[src/logic/twb_consts.vh]
// constants for the two-wire bus protocol engine
// Functional notes
// only seven bit addressing, no ten bit
// standard and fast bit rates supported
// lines driven low or released only
// bus free when high, busy start-stop
// master makes all clocks, start, stop
// master begins only on free bus
// start/stop are data edges, clock high
// data changes only while clock low
// nine clocks per byte, msb first
// sender releases data, samples ack ninth
// receiver may stretch clock after ninth
// receiver pulls data low for ack
// unacked address leaves data high
// master receiver nacks last byte
// first byte is address plus direction
// repeated start without stop allowed
// after stop drop mastership, not addressed
// watch own and general call addresses
// address zero is general call only
// driving high reading low loses arbitration
// lost arbitration becomes slave, releases data
// lost master clocks to byte end
// count high only after clock seen high
`ifndef TWB_CONSTS_VH
`define TWB_CONSTS_VH
`define TWB_CLK_HZ 40000000
`define TWB_STD_BPS 100000
`define TWB_FAST_BPS 400000
`define TWB_HALF_STD ((`TWB_CLK_HZ / `TWB_STD_BPS) / 2)
`define TWB_HALF_FAST ((`TWB_CLK_HZ / `TWB_FAST_BPS) / 2)
`define TWB_GC_ADDR 7'h00
`define TWB_CMD_START 3'h1
`define TWB_CMD_WRITE 3'h2
`define TWB_CMD_READ 3'h3
`define TWB_CMD_STOP 3'h4
`endif

[src/logic/twb_line_sync.v]
// two flip-flop synchroniser with edge detection for both bus lines
module twb_line_sync (
    input wire core_clk,
    input wire rst,
    input wire scl_in,
    input wire sda_in,
    output reg scl_s,
    output reg sda_s,
    output wire scl_rise,
    output wire scl_fall,
    output wire start_det,
    output wire stop_det
);
    reg scl_m_reg;
    reg sda_m_reg;
    reg scl_d_reg;
    reg sda_d_reg;

    always @(posedge core_clk) begin
        if (rst) begin
            scl_m_reg <= 1'b1;
            sda_m_reg <= 1'b1;
            scl_s <= 1'b1;
            sda_s <= 1'b1;
            scl_d_reg <= 1'b1;
            sda_d_reg <= 1'b1;
        end else begin
            scl_m_reg <= scl_in;
            sda_m_reg <= sda_in;
            scl_s <= scl_m_reg;
            sda_s <= sda_m_reg;
            scl_d_reg <= scl_s;
            sda_d_reg <= sda_s;
        end
    end

    assign scl_rise = scl_s & ~scl_d_reg;
    assign scl_fall = ~scl_s & scl_d_reg;
    assign start_det = scl_s & scl_d_reg & sda_d_reg & ~sda_s;
    assign stop_det = scl_s & scl_d_reg & ~sda_d_reg & sda_s;
endmodule

[src/logic/twb_engine.v]
// two-wire bus protocol engine: master, slave, general call, arbitration
`include "twb_consts.vh"
module twb_engine #(
    parameter HALF_STD = `TWB_HALF_STD,
    parameter HALF_FAST = `TWB_HALF_FAST
) (
    input wire core_clk,
    input wire rst,
    input wire bus_interface_enable,
    input wire general_call_enable,
    input wire [6:0] own_address_register,
    input wire fast_mode,
    input wire ack_enable,
    input wire cmd_valid,
    input wire [2:0] cmd_code,
    input wire [6:0] target_slave_address,
    input wire cmd_dir_read,
    input wire [7:0] cmd_data,
    input wire cmd_last,
    output wire cmd_ready,
    output reg done_pulse_reg,
    output reg [7:0] rx_data_reg,
    output reg ack_seen_reg,
    output reg arb_lost_reg,
    output reg addr_match_reg,
    output reg gc_match_reg,
    output reg slave_read_reg,
    output reg bus_busy_reg,
    output reg master_reg,
    input wire [7:0] slave_tx_data,
    output reg slave_byte_reg,
    input wire serial_clock_pin_in,
    output wire serial_clock_pin_out,
    output wire serial_clock_pin_oe,
    input wire serial_data_pin_in,
    output wire serial_data_pin_out,
    output wire serial_data_pin_oe
);
    // ----------------------------------------
    // master states
    // ----------------------------------------
    localparam M_IDLE = 4'h0;
    localparam M_START_A = 4'h1;
    localparam M_START_B = 4'h2;
    localparam M_LOW = 4'h3;
    localparam M_HIGH = 4'h4;
    localparam M_HOLD = 4'h5;
    localparam M_STOP_A = 4'h6;
    localparam M_STOP_B = 4'h7;
    localparam M_STOP_C = 4'h8;
    localparam M_RS_A = 4'h9;

    // ----------------------------------------
    // slave states
    // ----------------------------------------
    localparam S_IDLE = 2'h0;
    localparam S_ADDR = 2'h1;
    localparam S_RX = 2'h2;
    localparam S_TX = 2'h3;

    wire scl_s;
    wire sda_s;
    wire scl_rise;
    wire scl_fall;
    wire start_det;
    wire stop_det;

    twb_line_sync twb_line_sync_i (
        .core_clk(core_clk),
        .rst(rst),
        .scl_in(serial_clock_pin_in),
        .sda_in(serial_data_pin_in),
        .scl_s(scl_s),
        .sda_s(sda_s),
        .scl_rise(scl_rise),
        .scl_fall(scl_fall),
        .start_det(start_det),
        .stop_det(stop_det)
    );

    reg [3:0] mst_reg;
    reg [2:0] cmd_reg;
    reg [8:0] mshift_reg;
    reg [3:0] mbit_reg;
    reg [9:0] cnt_reg;
    reg m_scl_low_reg;
    reg m_sda_low_reg;
    reg m_lost_reg;
    reg m_rd_reg;
    reg [1:0] sst_reg;
    reg [7:0] sshift_reg;
    reg [3:0] sbit_reg;
    reg s_sda_low_reg;
    reg s_scl_low_reg;
    reg s_nack_reg;

    // half period count chosen per bit rate
    wire [9:0] half = fast_mode ? HALF_FAST[9:0] : HALF_STD[9:0];
    wire cnt_done = (cnt_reg >= half - 10'h001);

    assign cmd_ready = bus_interface_enable && (mst_reg == M_IDLE || mst_reg == M_HOLD) &&
        !(mst_reg == M_IDLE && (bus_busy_reg || !scl_s || !sda_s));

    // open drain: only pull low or release
    assign serial_clock_pin_out = 1'b0;
    assign serial_data_pin_out = 1'b0;
    assign serial_clock_pin_oe = m_scl_low_reg | s_scl_low_reg;
    assign serial_data_pin_oe = m_sda_low_reg | s_sda_low_reg;

    // ----------------------------------------
    // bus free and busy tracking
    // ----------------------------------------
    always @(posedge core_clk) begin
        if (rst || !bus_interface_enable) begin
            bus_busy_reg <= 1'b0;
        end else if (start_det) begin
            bus_busy_reg <= 1'b1;
        end else if (stop_det) begin
            bus_busy_reg <= 1'b0;
        end
    end

    // ----------------------------------------
    // master sequencer
    // ----------------------------------------
    always @(posedge core_clk) begin
        if (rst || !bus_interface_enable) begin
            mst_reg <= M_IDLE;
            cmd_reg <= 3'h0;
            mshift_reg <= 9'h1FF;
            mbit_reg <= 4'h0;
            cnt_reg <= 10'h000;
            m_scl_low_reg <= 1'b0;
            m_sda_low_reg <= 1'b0;
            m_lost_reg <= 1'b0;
            m_rd_reg <= 1'b0;
            master_reg <= 1'b0;
            done_pulse_reg <= 1'b0;
            rx_data_reg <= 8'h00;
            ack_seen_reg <= 1'b0;
            arb_lost_reg <= 1'b0;
        end else begin
            done_pulse_reg <= 1'b0;
            cnt_reg <= cnt_done ? 10'h000 : cnt_reg + 10'h001;
            case (mst_reg)
                M_IDLE: begin
                    m_scl_low_reg <= 1'b0;
                    m_sda_low_reg <= 1'b0;
                    if (cmd_valid && cmd_ready && cmd_code == `TWB_CMD_START) begin
                        mst_reg <= M_START_A;
                        master_reg <= 1'b1;
                        arb_lost_reg <= 1'b0;
                        cnt_reg <= 10'h000;
                    end
                end
                M_START_A: begin
                    if (cnt_done) begin
                        m_sda_low_reg <= 1'b1;
                        mst_reg <= M_START_B;
                    end
                end
                M_START_B: begin
                    if (cnt_done) begin
                        m_scl_low_reg <= 1'b1;
                        done_pulse_reg <= 1'b1;
                        mst_reg <= M_HOLD;
                    end
                end
                M_HOLD: begin
                    // clock held low while awaiting next command
                    cnt_reg <= 10'h000;
                    if (cmd_valid) begin
                        cmd_reg <= cmd_code;
                        mbit_reg <= 4'h0;
                        if (cmd_code == `TWB_CMD_WRITE) begin
                            m_rd_reg <= 1'b0;
                            // address byte carries direction bit
                            mshift_reg <= {cmd_data, 1'b1};
                            mst_reg <= M_LOW;
                        end else if (cmd_code == `TWB_CMD_READ) begin
                            m_rd_reg <= 1'b1;
                            mshift_reg <= {8'hFF, cmd_last};
                            mst_reg <= M_LOW;
                        end else if (cmd_code == `TWB_CMD_STOP) begin
                            mst_reg <= M_STOP_A;
                        end else begin
                            mst_reg <= M_RS_A;
                        end
                    end
                end
                M_LOW: begin
                    m_scl_low_reg <= 1'b1;
                    // data changes only with clock low
                    m_sda_low_reg <= ~mshift_reg[8] & ~m_lost_reg;
                    if (cnt_done) begin
                        m_scl_low_reg <= 1'b0;
                        mst_reg <= M_HIGH;
                    end
                end
                M_HIGH: begin
                    // wait for the line to be seen high, stretch extends
                    if (!scl_s) begin
                        cnt_reg <= 10'h000;
                    end else if (cnt_done) begin
                        if (mshift_reg[8] && !sda_s && !m_lost_reg &&
                            !(m_rd_reg && mbit_reg != 4'h8) &&
                            !(!m_rd_reg && mbit_reg == 4'h8)) begin
                            m_lost_reg <= 1'b1;
                            arb_lost_reg <= 1'b1;
                            m_sda_low_reg <= 1'b0;
                        end
                        if (mbit_reg < 4'h8) begin
                            rx_data_reg <= {rx_data_reg[6:0], sda_s};
                        end else begin
                            ack_seen_reg <= ~sda_s;
                        end
                        mshift_reg <= {mshift_reg[7:0], 1'b1};
                        m_scl_low_reg <= 1'b1;
                        if (mbit_reg == 4'h8) begin
                            done_pulse_reg <= 1'b1;
                            // lost master keeps clocking only to byte end
                            mst_reg <= m_lost_reg ? M_IDLE : M_HOLD;
                            master_reg <= ~m_lost_reg;
                            m_lost_reg <= 1'b0; // ack level kept, freed later with clock low
                        end else begin
                            mbit_reg <= mbit_reg + 4'h1;
                            mst_reg <= M_LOW;
                        end
                    end
                end
                M_RS_A: begin
                    // release data with clock low, then redo start
                    m_sda_low_reg <= 1'b0;
                    if (cnt_done) begin
                        m_scl_low_reg <= 1'b0;
                        if (scl_s) begin
                            mst_reg <= M_START_A;
                        end
                    end
                end
                M_STOP_A: begin
                    m_sda_low_reg <= 1'b1;
                    if (cnt_done) begin
                        m_scl_low_reg <= 1'b0;
                        mst_reg <= M_STOP_B;
                    end
                end
                M_STOP_B: begin
                    if (!scl_s) begin
                        cnt_reg <= 10'h000;
                    end else if (cnt_done) begin
                        m_sda_low_reg <= 1'b0;
                        mst_reg <= M_STOP_C;
                    end
                end
                M_STOP_C: begin
                    if (cnt_done) begin
                        master_reg <= 1'b0;
                        done_pulse_reg <= 1'b1;
                        mst_reg <= M_IDLE;
                    end
                end
                default: begin
                    mst_reg <= M_IDLE;
                end
            endcase
        end
    end

    // ----------------------------------------
    // slave address watcher and byte engine
    // ----------------------------------------
    // general call never taken as ordinary address
    wire own_hit = (sshift_reg[7:1] == own_address_register) &&
        (own_address_register != `TWB_GC_ADDR);
    wire gc_hit = general_call_enable && (sshift_reg == 8'h00);
    wire slave_ok = !master_reg || m_lost_reg;

    always @(posedge core_clk) begin
        if (rst || !bus_interface_enable) begin
            sst_reg <= S_IDLE;
            sshift_reg <= 8'h00;
            sbit_reg <= 4'h0;
            s_sda_low_reg <= 1'b0;
            s_scl_low_reg <= 1'b0;
            s_nack_reg <= 1'b0;
            addr_match_reg <= 1'b0;
            gc_match_reg <= 1'b0;
            slave_read_reg <= 1'b0;
            slave_byte_reg <= 1'b0;
        end else begin
            slave_byte_reg <= 1'b0;
            s_scl_low_reg <= 1'b0;
            if (stop_det) begin
                sst_reg <= S_IDLE;
                s_sda_low_reg <= 1'b0;
                addr_match_reg <= 1'b0;
                gc_match_reg <= 1'b0;
            end else if (start_det) begin
                sst_reg <= S_ADDR;
                sbit_reg <= 4'hF; // clock fall of the start itself wraps this to zero
                s_sda_low_reg <= 1'b0;
                addr_match_reg <= 1'b0;
                gc_match_reg <= 1'b0;
            end else if (scl_rise && sbit_reg < 4'h8) begin
                sshift_reg <= {sshift_reg[6:0], sda_s};
            end else if (scl_rise && sst_reg == S_TX) begin
                s_nack_reg <= sda_s;
            end else if (scl_fall && sst_reg != S_IDLE) begin
                if (sbit_reg == 4'h7) begin
                    sbit_reg <= 4'h8;
                    if (sst_reg == S_ADDR && slave_ok && ack_enable && (own_hit || gc_hit)) begin
                        s_sda_low_reg <= 1'b1;
                        addr_match_reg <= 1'b1;
                        gc_match_reg <= gc_hit;
                        slave_read_reg <= sshift_reg[0] & ~gc_hit;
                    end else if (sst_reg == S_RX && ack_enable) begin
                        s_sda_low_reg <= 1'b1;
                    end else if (sst_reg == S_ADDR) begin
                        s_sda_low_reg <= 1'b0;
                        sst_reg <= S_IDLE;
                    end else begin
                        s_sda_low_reg <= 1'b0;
                    end
                end else if (sbit_reg == 4'h8) begin
                    sbit_reg <= 4'h0;
                    slave_byte_reg <= (sst_reg != S_ADDR) || addr_match_reg;
                    if (sst_reg == S_ADDR) begin
                        sst_reg <= slave_read_reg ? S_TX : S_RX;
                        sshift_reg <= slave_tx_data;
                        s_sda_low_reg <= slave_read_reg & ~slave_tx_data[7];
                    end else if (sst_reg == S_TX && !s_nack_reg) begin
                        sshift_reg <= slave_tx_data;
                        s_sda_low_reg <= ~slave_tx_data[7];
                    end else if (sst_reg == S_TX) begin
                        // nack from master receiver ends this slave
                        sst_reg <= S_IDLE;
                        s_sda_low_reg <= 1'b0;
                    end else if (!s_sda_low_reg) begin
                        sst_reg <= S_IDLE;
                    end else begin
                        s_sda_low_reg <= 1'b0;
                    end
                end else begin
                    sbit_reg <= sbit_reg + 4'h1;
                    if (sst_reg == S_TX) begin
                        // drive next bit only with clock low
                        s_sda_low_reg <= ~sshift_reg[6];
                        sshift_reg <= {sshift_reg[6:0], 1'b1};
                    end
                end
            end
        end
    end
endmodule

[config.mk]
export PLATFORM = sky130hd
export DESIGN_NAME = twb_engine
export DESIGN_NICKNAME = d
export VERILOG_FILES = /design/src/logic/twb_line_sync.v /design/src/logic/twb_engine.v
export VERILOG_INCLUDE_DIRS = /design/src /design/src/logic
export SDC_FILE = /design/constraint.sdc
export NUM_CORES = 1
export LEC_CHECK = 0
export BUFFER_PORTS_ARGS = -buffer_cell sky130_fd_sc_hd__buf_2
export CAP_MARGIN = 30
export CORE_UTILIZATION = 63
export CTS_BUF_LIST = sky130_fd_sc_hd__clkbuf_4 sky130_fd_sc_hd__clkbuf_8
export CTS_CLUSTER_SIZE = 20
export DETAILED_ROUTE_END_ITERATION = 7
export PLACE_DENSITY = 0.91
export SYNTH_ARGS = -nofsm -noshare
export SYNTH_HDL_FRONTEND = slang
export SYNTH_SLANG_ARGS = --single-unit
[constraint.sdc]
create_clock -name core_clk -period 5.2 [get_ports core_clk]
set_input_delay 0.78 -clock core_clk [delete_from_list [all_inputs] [get_ports core_clk]]
set_output_delay 0.78 -clock core_clk [all_outputs]
set_load 0.01 [all_outputs]
Yosys cells after proc, flatten, opt, wreduce, memory -nomap -nowiden:

Index checks and enable logic that the tools add are counted.

* logic and storage cells: 302
* memories kept: 0
* RAM bits: 0
* latch bits: 0
* register bits: 70
* output and inout port bits: 22
* memory bits (read-only): 0
* bits of input ports: 44

* shift-type cells: 0
* muxes and demuxes: 101
* reductions and logical operators: 82
* divide/modulo/power cells: 0
* equality and inequality tests: 55
* multiply operators: 0
* magnitude comparators: 3
* bitwise gates (word level): 27
* add/sub/neg operators: 4

Operators with widths (number)
* 4-bit 2-to-1 mux: 26
* 8-bit 2-to-1 mux: 9
* 9-bit 2-to-1 mux: 5
* 4-bit case mux with 10 select lines: 1
* 1-bit 2-to-1 mux: 38
* 2-bit inequality test (second input constant): 19
* 10-bit 2-to-1 mux: 3
* 10-bit case mux with 3 select lines: 1
* 4-bit AND reduction: 6
* 1-bit logical AND: 21
* 7-bit AND reduction: 3
* 4-bit by 3-bit == test with 1-bit output (second input constant): 5
* 5-bit AND reduction: 4
* 2-bit 2-to-1 mux: 9
* 9-bit case mux with 2 select lines: 1
* 9-bit AND reduction: 2
* 2-bit nonzero test: 9
* 4-bit == test (second input constant): 4
* 1-bit NOT: 16
* 2-bit by 1-bit inequality test with 1-bit output (second input constant): 7
* 13-bit AND reduction: 1
* 3-bit nonzero test: 4
* 10-bit by 1-bit adder with 10-bit output (second input constant): 1
* 1-bit AND: 10
* 37 further kinds: 67

Longest topological paths before layout:

Gate-level depths: netlist of the first run.

* word-level depth: 11
* mapped depth: 9
* depth with buffers taken out: 7

Cells and area by module:

A second synthesis of the first run with hierarchy kept.

* cell total of the unflattened synthesis: 493
* area total of the unflattened synthesis: 4095.2 µm²

By module, submodules not included
* twb_engine: cells an instance 477, area an instance 3905.0 µm², times used 1
* twb_line_sync: cells an instance 16, area an instance 190.2 µm², times used 1

Worst setup path before layout of the first run:

Ideal clock, no wire load.

* path type: input to register
* start point: input port fast_mode
* end point: register mshift_reg[5]
* data required time: 5078 ps
* path slack: 2726 ps
* library setup time: 122 ps
* cell stages on the path: 7
* arrival: 2352 ps
* buffers on the path: 1
* path through: ha_1 -> a2111oi_0 -> o21a_1 -> o21a_1 -> buf_2 -> o21ai_0 -> a221o_1

* longest elaborated chain between the ends: 5

RTL lines
* start, declared: RTL line twb_engine.v:12 `input wire fast_mode,`
* 8-bit 2-to-1 mux: RTL line twb_engine.v:98 `wire [9:0] half = fast_mode ? HALF_FAST[9:0] : HALF_STD[9:0];`
* 8-bit by 1-bit subtractor with 9-bit output: RTL line twb_engine.v:99 `wire cnt_done = (cnt_reg >= half - 10'h001);`
* 10-bit greater-or-equal comparator: RTL line twb_engine.v:99
* 2-bit inequality test (no line)
* 5-bit AND reduction (no line)
* end signal, assigned: RTL line twb_engine.v:178 `mshift_reg <= {cmd_data, 1'b1};`
* end signal, assigned: RTL line twb_engine.v:182 `mshift_reg <= {8'hFF, cmd_last};`
* end signal, assigned: RTL line twb_engine.v:217 `mshift_reg <= {mshift_reg[7:0], 1'b1};`
* end, declared: RTL line twb_engine.v:83 `reg [8:0] mshift_reg;`

Every way passes these cells.
A chain may end at the register's enable or synchronous reset.

Worst setup path in the final report of the first run:

* start point: register mst_reg[2]
* end point: register m_lost_reg

* longest elaborated chain between the ends: 2

RTL lines
* start, declared: RTL line twb_engine.v:81 `reg [3:0] mst_reg;`
* start signal, assigned: RTL line twb_engine.v:222 `mst_reg <= m_lost_reg ? M_IDLE : M_HOLD;`
* 4-bit by 3-bit == test with 1-bit output: RTL line twb_engine.v:145 `case (mst_reg)`
* 4-bit AND reduction (no line)
* end signal, assigned: RTL line twb_engine.v:135 `m_lost_reg <= 1'b0;`
* end signal, assigned: RTL line twb_engine.v:208 `m_lost_reg <= 1'b1;`
* end signal, assigned: RTL line twb_engine.v:224 `m_lost_reg <= 1'b0;`
* end, declared: RTL line twb_engine.v:88 `reg m_lost_reg;`

Every way passes these cells.

==> metrics, run 1 <==
Netlist cell types 82; Worst Path Max Fanout 23; Layout fillers between 400 and 500; DP Worst Slack 1.83 ns; Num CTS Buffers 9; Post-CTS Hold Buffers 0; worst ir drop on vdd 0.152 mV; die footprint slightly above 7000 um^2; initial drt markers slightly below 500; total congestion overflow 0; Crit. End Element flop; Pleak between 1.5 and 2 nW; Clock Tree Root clkbuf_8; post-CTS sizing 0; R2R Setup Slk between 2 and 2.5 ns; fin crit share 61.4%; final setup fails 0; headroom to the max-slew limit 35.3%; worst path required time approximately 5.4 ns; Port Buf Inserts 55; worst-margin pin slew just under 1 ns; CTS tree done; # diodes 0; row cnt 29; first-pass GRT wire length between 15 and 20 mm; fin util 71.8%; post-synthesis cell area 4230 um^2; number of flops mapped to enable cells by yosys 0; vias in the first global route 3760; skew final around 0.017 ns; antenna violations before repair 0; GRT Total Usage ~30%; critical path arrival 3.42 ns; critical path class flop to flop; layout cells sized above 1 between 10% and 20%; nets@finish a little under 600; synth cell count leaders dfxtp_1 (70), nand2_1 (54), nor2_1 (38); Synth Instances 502; htree depth 3; Clock Latency Late Sink 0.36 ns; final worst slack between 2 and 2.5 ns; final hold slack 0.418 ns; register area share after synthesis approximately 33%; Antenna Nets Post-Route 0; Layout Area Growth over Synthesis 9.02%; CTS max path bufs 2; post-route cell area 4610 um^2; initial core utilization roughly two thirds; maxcap violations 0; most frequent cell after synthesis dfxtp_1; Post-CTS Setup Bufs 0; floorplan die height 84.0 um; largest net degree at the start of global routing 45; Vias approximately 4k; predominant post-synthesis flop cell dfxtp_1; total iterations of the first detailed-routing run 8; FF+latch count, synth 70; Critical Path Start Type flop; YS warnings 0; DRC 10; Synth top area share about a third; Worst-path clk slew ~0.08 ns; WL final 10.5 mm; failing checks DRC; leading area contributor after synthesis dfxtp_1; RSZ-0062 raised after global routing false; core area around 6400 um^2; I/O Pins 66; Avg WL per Cell roughly 17 um; fraction of registers with async set or reset after synthesis 0%; count of final max-slew check failures 0; largest cells by area after synthesis dfxtp_1 (33%), nand2_1 (4.8%), a21oi_1 (3.8%); Die Wd between 80 and 90 um; Area after DPL between 4000 and 5000 um^2; hpwl dp around 7.0 mm; Hold Crit Class flop to flop; Fin. Hold Viols 0; Final TNS setup 0 ns; Synth Area per Inst about 8.4 um^2; GP Congestion around 1; highest clock rate 0.313 GHz; vias per cell between 6 and 7; Cell Pwr Density about 240 nW/um^2; CTS Sinks 70; crit path time final between 3 and 4 ns; status finished, violations left; max FFs per register 10
[cell families after synthesis]
family,Yosys count,share of synthesized area [%]
xor gates and xnor gates,17,3.52
DFF,70,33.1
other,1,0.0886
adders and majority gates,12,3.49
AOI/OAI and AO/OA,149,25.6
muxes,11,2.60
and+or+nand+nor,187,24.1
buffers and inverters,55,7.48
[report_power, final]
| part | total (mW) | internal [mW] | switching (mW) | leakage (nW) |
|---|---|---|---|---|
| Clock | 0.459 | 0.226 | 0.232 | 0.101 |
| Combinational | 0.0847 | 0.0335 | 0.0512 | 1.08 |
| Sequential | 0.547 | 0.540 | 0.00639 | 0.566 |
| Total | 1.09 | 0.800 | 0.290 | 1.75 |
[worst paths after layout]
check	start	to	depth (start not counted)
setup / recovery	mst_reg[2]	m_lost_reg	5
setup reg to reg	mst_reg[2]	m_lost_reg	5
hold reg to reg	twb_line_sync_i.sda_m_reg	twb_line_sync_i.sda_s	1
hold / removal	twb_line_sync_i.sda_m_reg	twb_line_sync_i.sda_s	1
[per-layer routing]
metal | part of all wire [%] | track usage [%] | up-vias
met5 | 0 | 0 | -
met4 | 2.2 | 13.8 | 0
met3 | 7.7 | 4.55 | 28
met2 | 46 | 49.8 | 225
met1 | 44 | 39.3 | 1900
li1 | - | - | 1916
[through the flow]
stage               cells  total power [mW]
finish                618              1.09
floorplan             504             0.614
global route          618              1.12
global placement      600             0.636
CTS                   617              1.09
detailed placement    601             0.639
[worst max-delay path, cell delays in order (launching register included)]
cell      delay, ns
dfxtp_1        0.81
inv_2          0.15
nor4_4         0.59
nand2_1        0.44
or4_1          0.68
a221oi_1       0.40
[layout by cell type (no fill, tap or decap), types with 10 or more instances in the layout]
cell type and instances:
a21oi_1 32, dfxtp_1 70, mux2i_1 11, nand4b_1 10
nand3_1 13, buf_2 55, o31ai_1 12, o21ai_0 21
xor2_1 14, nand2_1 54, o21a_1 10, nor2_1 38
ha_1 11, inv_1 15, a31oi_1 11
[area by class of cell]
class	instances	area (um^2)	share of cell area, %
inverters	16	60.1	1.30
well taps	77	96.3	2.09
clock inverters	7	77.6	1.68
repair buffers	60	333	7.21
flip-flops and latches	70	1400	30.4
multi-input cells	379	2520	54.7
clock buffers	9	124	2.68
Power figures use the tool's default switching activity.
==> run 2, diff against run 1 <==
--- a/config.mk
+++ b/config.mk
@@ -8,11 +8,11 @@
 export LEC_CHECK = 0
 export BUFFER_PORTS_ARGS = -buffer_cell sky130_fd_sc_hd__buf_2
 export CAP_MARGIN = 30
-export CORE_UTILIZATION = 63
+export CORE_UTILIZATION = 53
 export CTS_BUF_LIST = sky130_fd_sc_hd__clkbuf_4 sky130_fd_sc_hd__clkbuf_8
 export CTS_CLUSTER_SIZE = 20
 export DETAILED_ROUTE_END_ITERATION = 7
-export PLACE_DENSITY = 0.91
+export PLACE_DENSITY = 0.82
 export SYNTH_ARGS = -nofsm -noshare
 export SYNTH_HDL_FRONTEND = slang
 export SYNTH_SLANG_ARGS = --single-unit
==> constraint.sdc (replaced) <==
create_clock -name core_clk -period 2.8 [get_ports core_clk]
set_input_delay 0.42 -clock core_clk [delete_from_list [all_inputs] [get_ports core_clk]]
set_output_delay 0.42 -clock core_clk [all_outputs]
set_load 0.01 [all_outputs]
==> run 2 against run 1 <==
Compared with the run above: the flow now finishes without violations; cell count increased by 6.0%; global-route usage decreased by 5.0 points; sequential power increased by 85%; clock power increased by 120%; worst hold slack got worse by 0.17 ns; critical path type is now flop to output port; total power increased by 100%.
==> metrics, run 2 (synthesis results as in run 1) <==
highest clock rate roughly 0.4 GHz; Pint approximately 1.7 mW; Global Route met2 Usage 41.5%; commonest non-fill, non-tap cell in the layout dfxtp_1; die footprint approximately 8300 um^2; Cell Pwr Density approximately 460 nW/um^2; hpwl dp ~7.1 mm; register area approximately 1400 um^2; Final TNS setup 0 ns; maxcap violations 0; core area about 7700 um^2; worst r2r src cnt_reg[7]; skew final about 0.011 ns; Post-CTS Setup Bufs 0; largest net degree at the start of global routing 45; initial drt markers about 310; total iterations of the first detailed-routing run 6; Worst setup startpoint mst_reg[0]; Layout fillers between 600 and 700; nets@finish about 600; first-pass GRT wire length 17.2 mm; Area after DPL roughly 4500 um^2; status complete, no violations; CTS max path bufs 2; min-delay src serial_data_pin_in; GRT Total Usage between 20 and 30%; reg2reg path depth 8; layout cells sized above 1 between 20% and 30%; fin crit share between 90% and 100%; Comb pwr share under 10%; Worst Path Max Fanout 12; post-route cell area between 4000 and 5000 um^2; htree depth 3; Antenna Nets Post-Route 0; DRC 0; worst ir drop on vdd 0.290 mV; Vias about 4k; Post-CTS Hold Buffers 0; Layout Area Growth over Synthesis 12.6%; Clock Tree Root clkbuf_8; Pleak ~1.8 nW; Crit. End Element output port; CTS Sinks 70; switching portion of total power between 20 and 25%; Die Wd 91.4 um; Worst-path clk slew 0.07 ns; M1 GR Usage 32.3%; critical path arrival approximately 2.1 ns; Hold Crit Class input pin to flop; antenna violations before repair 0; Fin. Hold Viols 0; Critical Path Start Type flop; Hold Path Depth 2; Sequential Power Share between 40% and 50%; floorplan die height between 90 and 100 um; layer with the highest usage met2; headroom to the max-slew limit a little over half; clock group share of total power 46.7%; vias in the first global route around 3.7k; CTS tree done; worst path required time 2.38 ns; switching pwr between 0.5 and 0.6 mW; WL final 10.3 mm; worst-margin pin slew a little under 0.7 ns; crit path time final ~2.5 ns; Port Buf Inserts 55; RSZ-0062 raised after global routing false; I/O Pins between 60 and 70; GR Util met3 roughly 6.6%; # diodes 0; total congestion overflow 0; max FFs per register 10; critical path class flop to output port; final setup fails 0; initial core utilization 54.8%; vias per cell around 6.1; commonest non-fill, non-tap cells in the layout dfxtp_1 (70), buf_2 (55), nand2_1 (54); area of the multi-input gates about 2500 um^2; Clock Latency Late Sink approximately 0.35 ns; Num CTS Buffers 9; fin util between 60% and 70%; count of final max-slew check failures 0; Avg WL per Cell 15.7 um; GP Congestion just over 0.9; row cnt 32
==> run 2: final timing paths <==
| kind | end | slack, ns |
|---|---|---|
| max | cmd_ready | 0.27 |
| min | twb_line_sync_i.sda_m_reg | 0.25 |
| max reg2reg | rx_data_reg[4] | 0.44 |
| min reg2reg | twb_line_sync_i.scl_s | 0.41 |
==> run 2: critical path, stage by stage (launching register included) <==
cell,delay (ns)
dfxtp_1,0.44
buf_4,0.24
nor2_1,0.15
nand2_1,0.09
a2111oi_1,0.60
buf_2,0.24
==> run 2: cell type report <==
type | instances | share of cell area [%]
Tap cell | 102 | 2.68
Clock inverter | 5 | 2.23
Sequential cell | 70 | 29.4
Clock buffer | 11 | 3.04
Multi-Input combinational cell | 379 | 52.9
Timing Repair Buffer | 72 | 8.45
Inverter | 16 | 1.26
==> run 2: through the flow <==
step / total power [mW] / cells / hold WS (ns) / setup WS [ns]
2_1_floorplan: 1.14 / 504 / 0.389 / 0.686
3_3_place_gp: 1.19 / 639 / 0.392 / 0.318
3_5_place_dp: 1.19 / 639 / 0.396 / 0.217
4_1_cts: 2.20 / 655 / 0.241 / 0.157
5_1_grt: 2.27 / 655 / 0.238 / 0.106
6_report: 2.20 / 655 / 0.253 / 0.270
==> run 2: what timing repair did <==
action,CTS,global route
resized for setup,0,1
endpoints found under the hold margin,0,0
setup endpoints to repair,0,1
==> run 2: routing by layer <==
layer | part of all wire, % | wire length (um)
met5 | 0 | 0
met4 | 1.5 | 153
met3 | 6.8 | 699
met2 | 47 | 4860
met1 | 45 | 4590
==> run 2: power by group through the flow <==
stage	sequential [mW]	clock [mW]	combinational [mW]
after floorplan	1.03	0	0.107
after global placement	1.04	0	0.150
after detailed placement	1.04	0	0.156
after CTS	1.01	1.03	0.157
after global routing	1.01	1.08	0.174
final	1.01	1.02	0.158
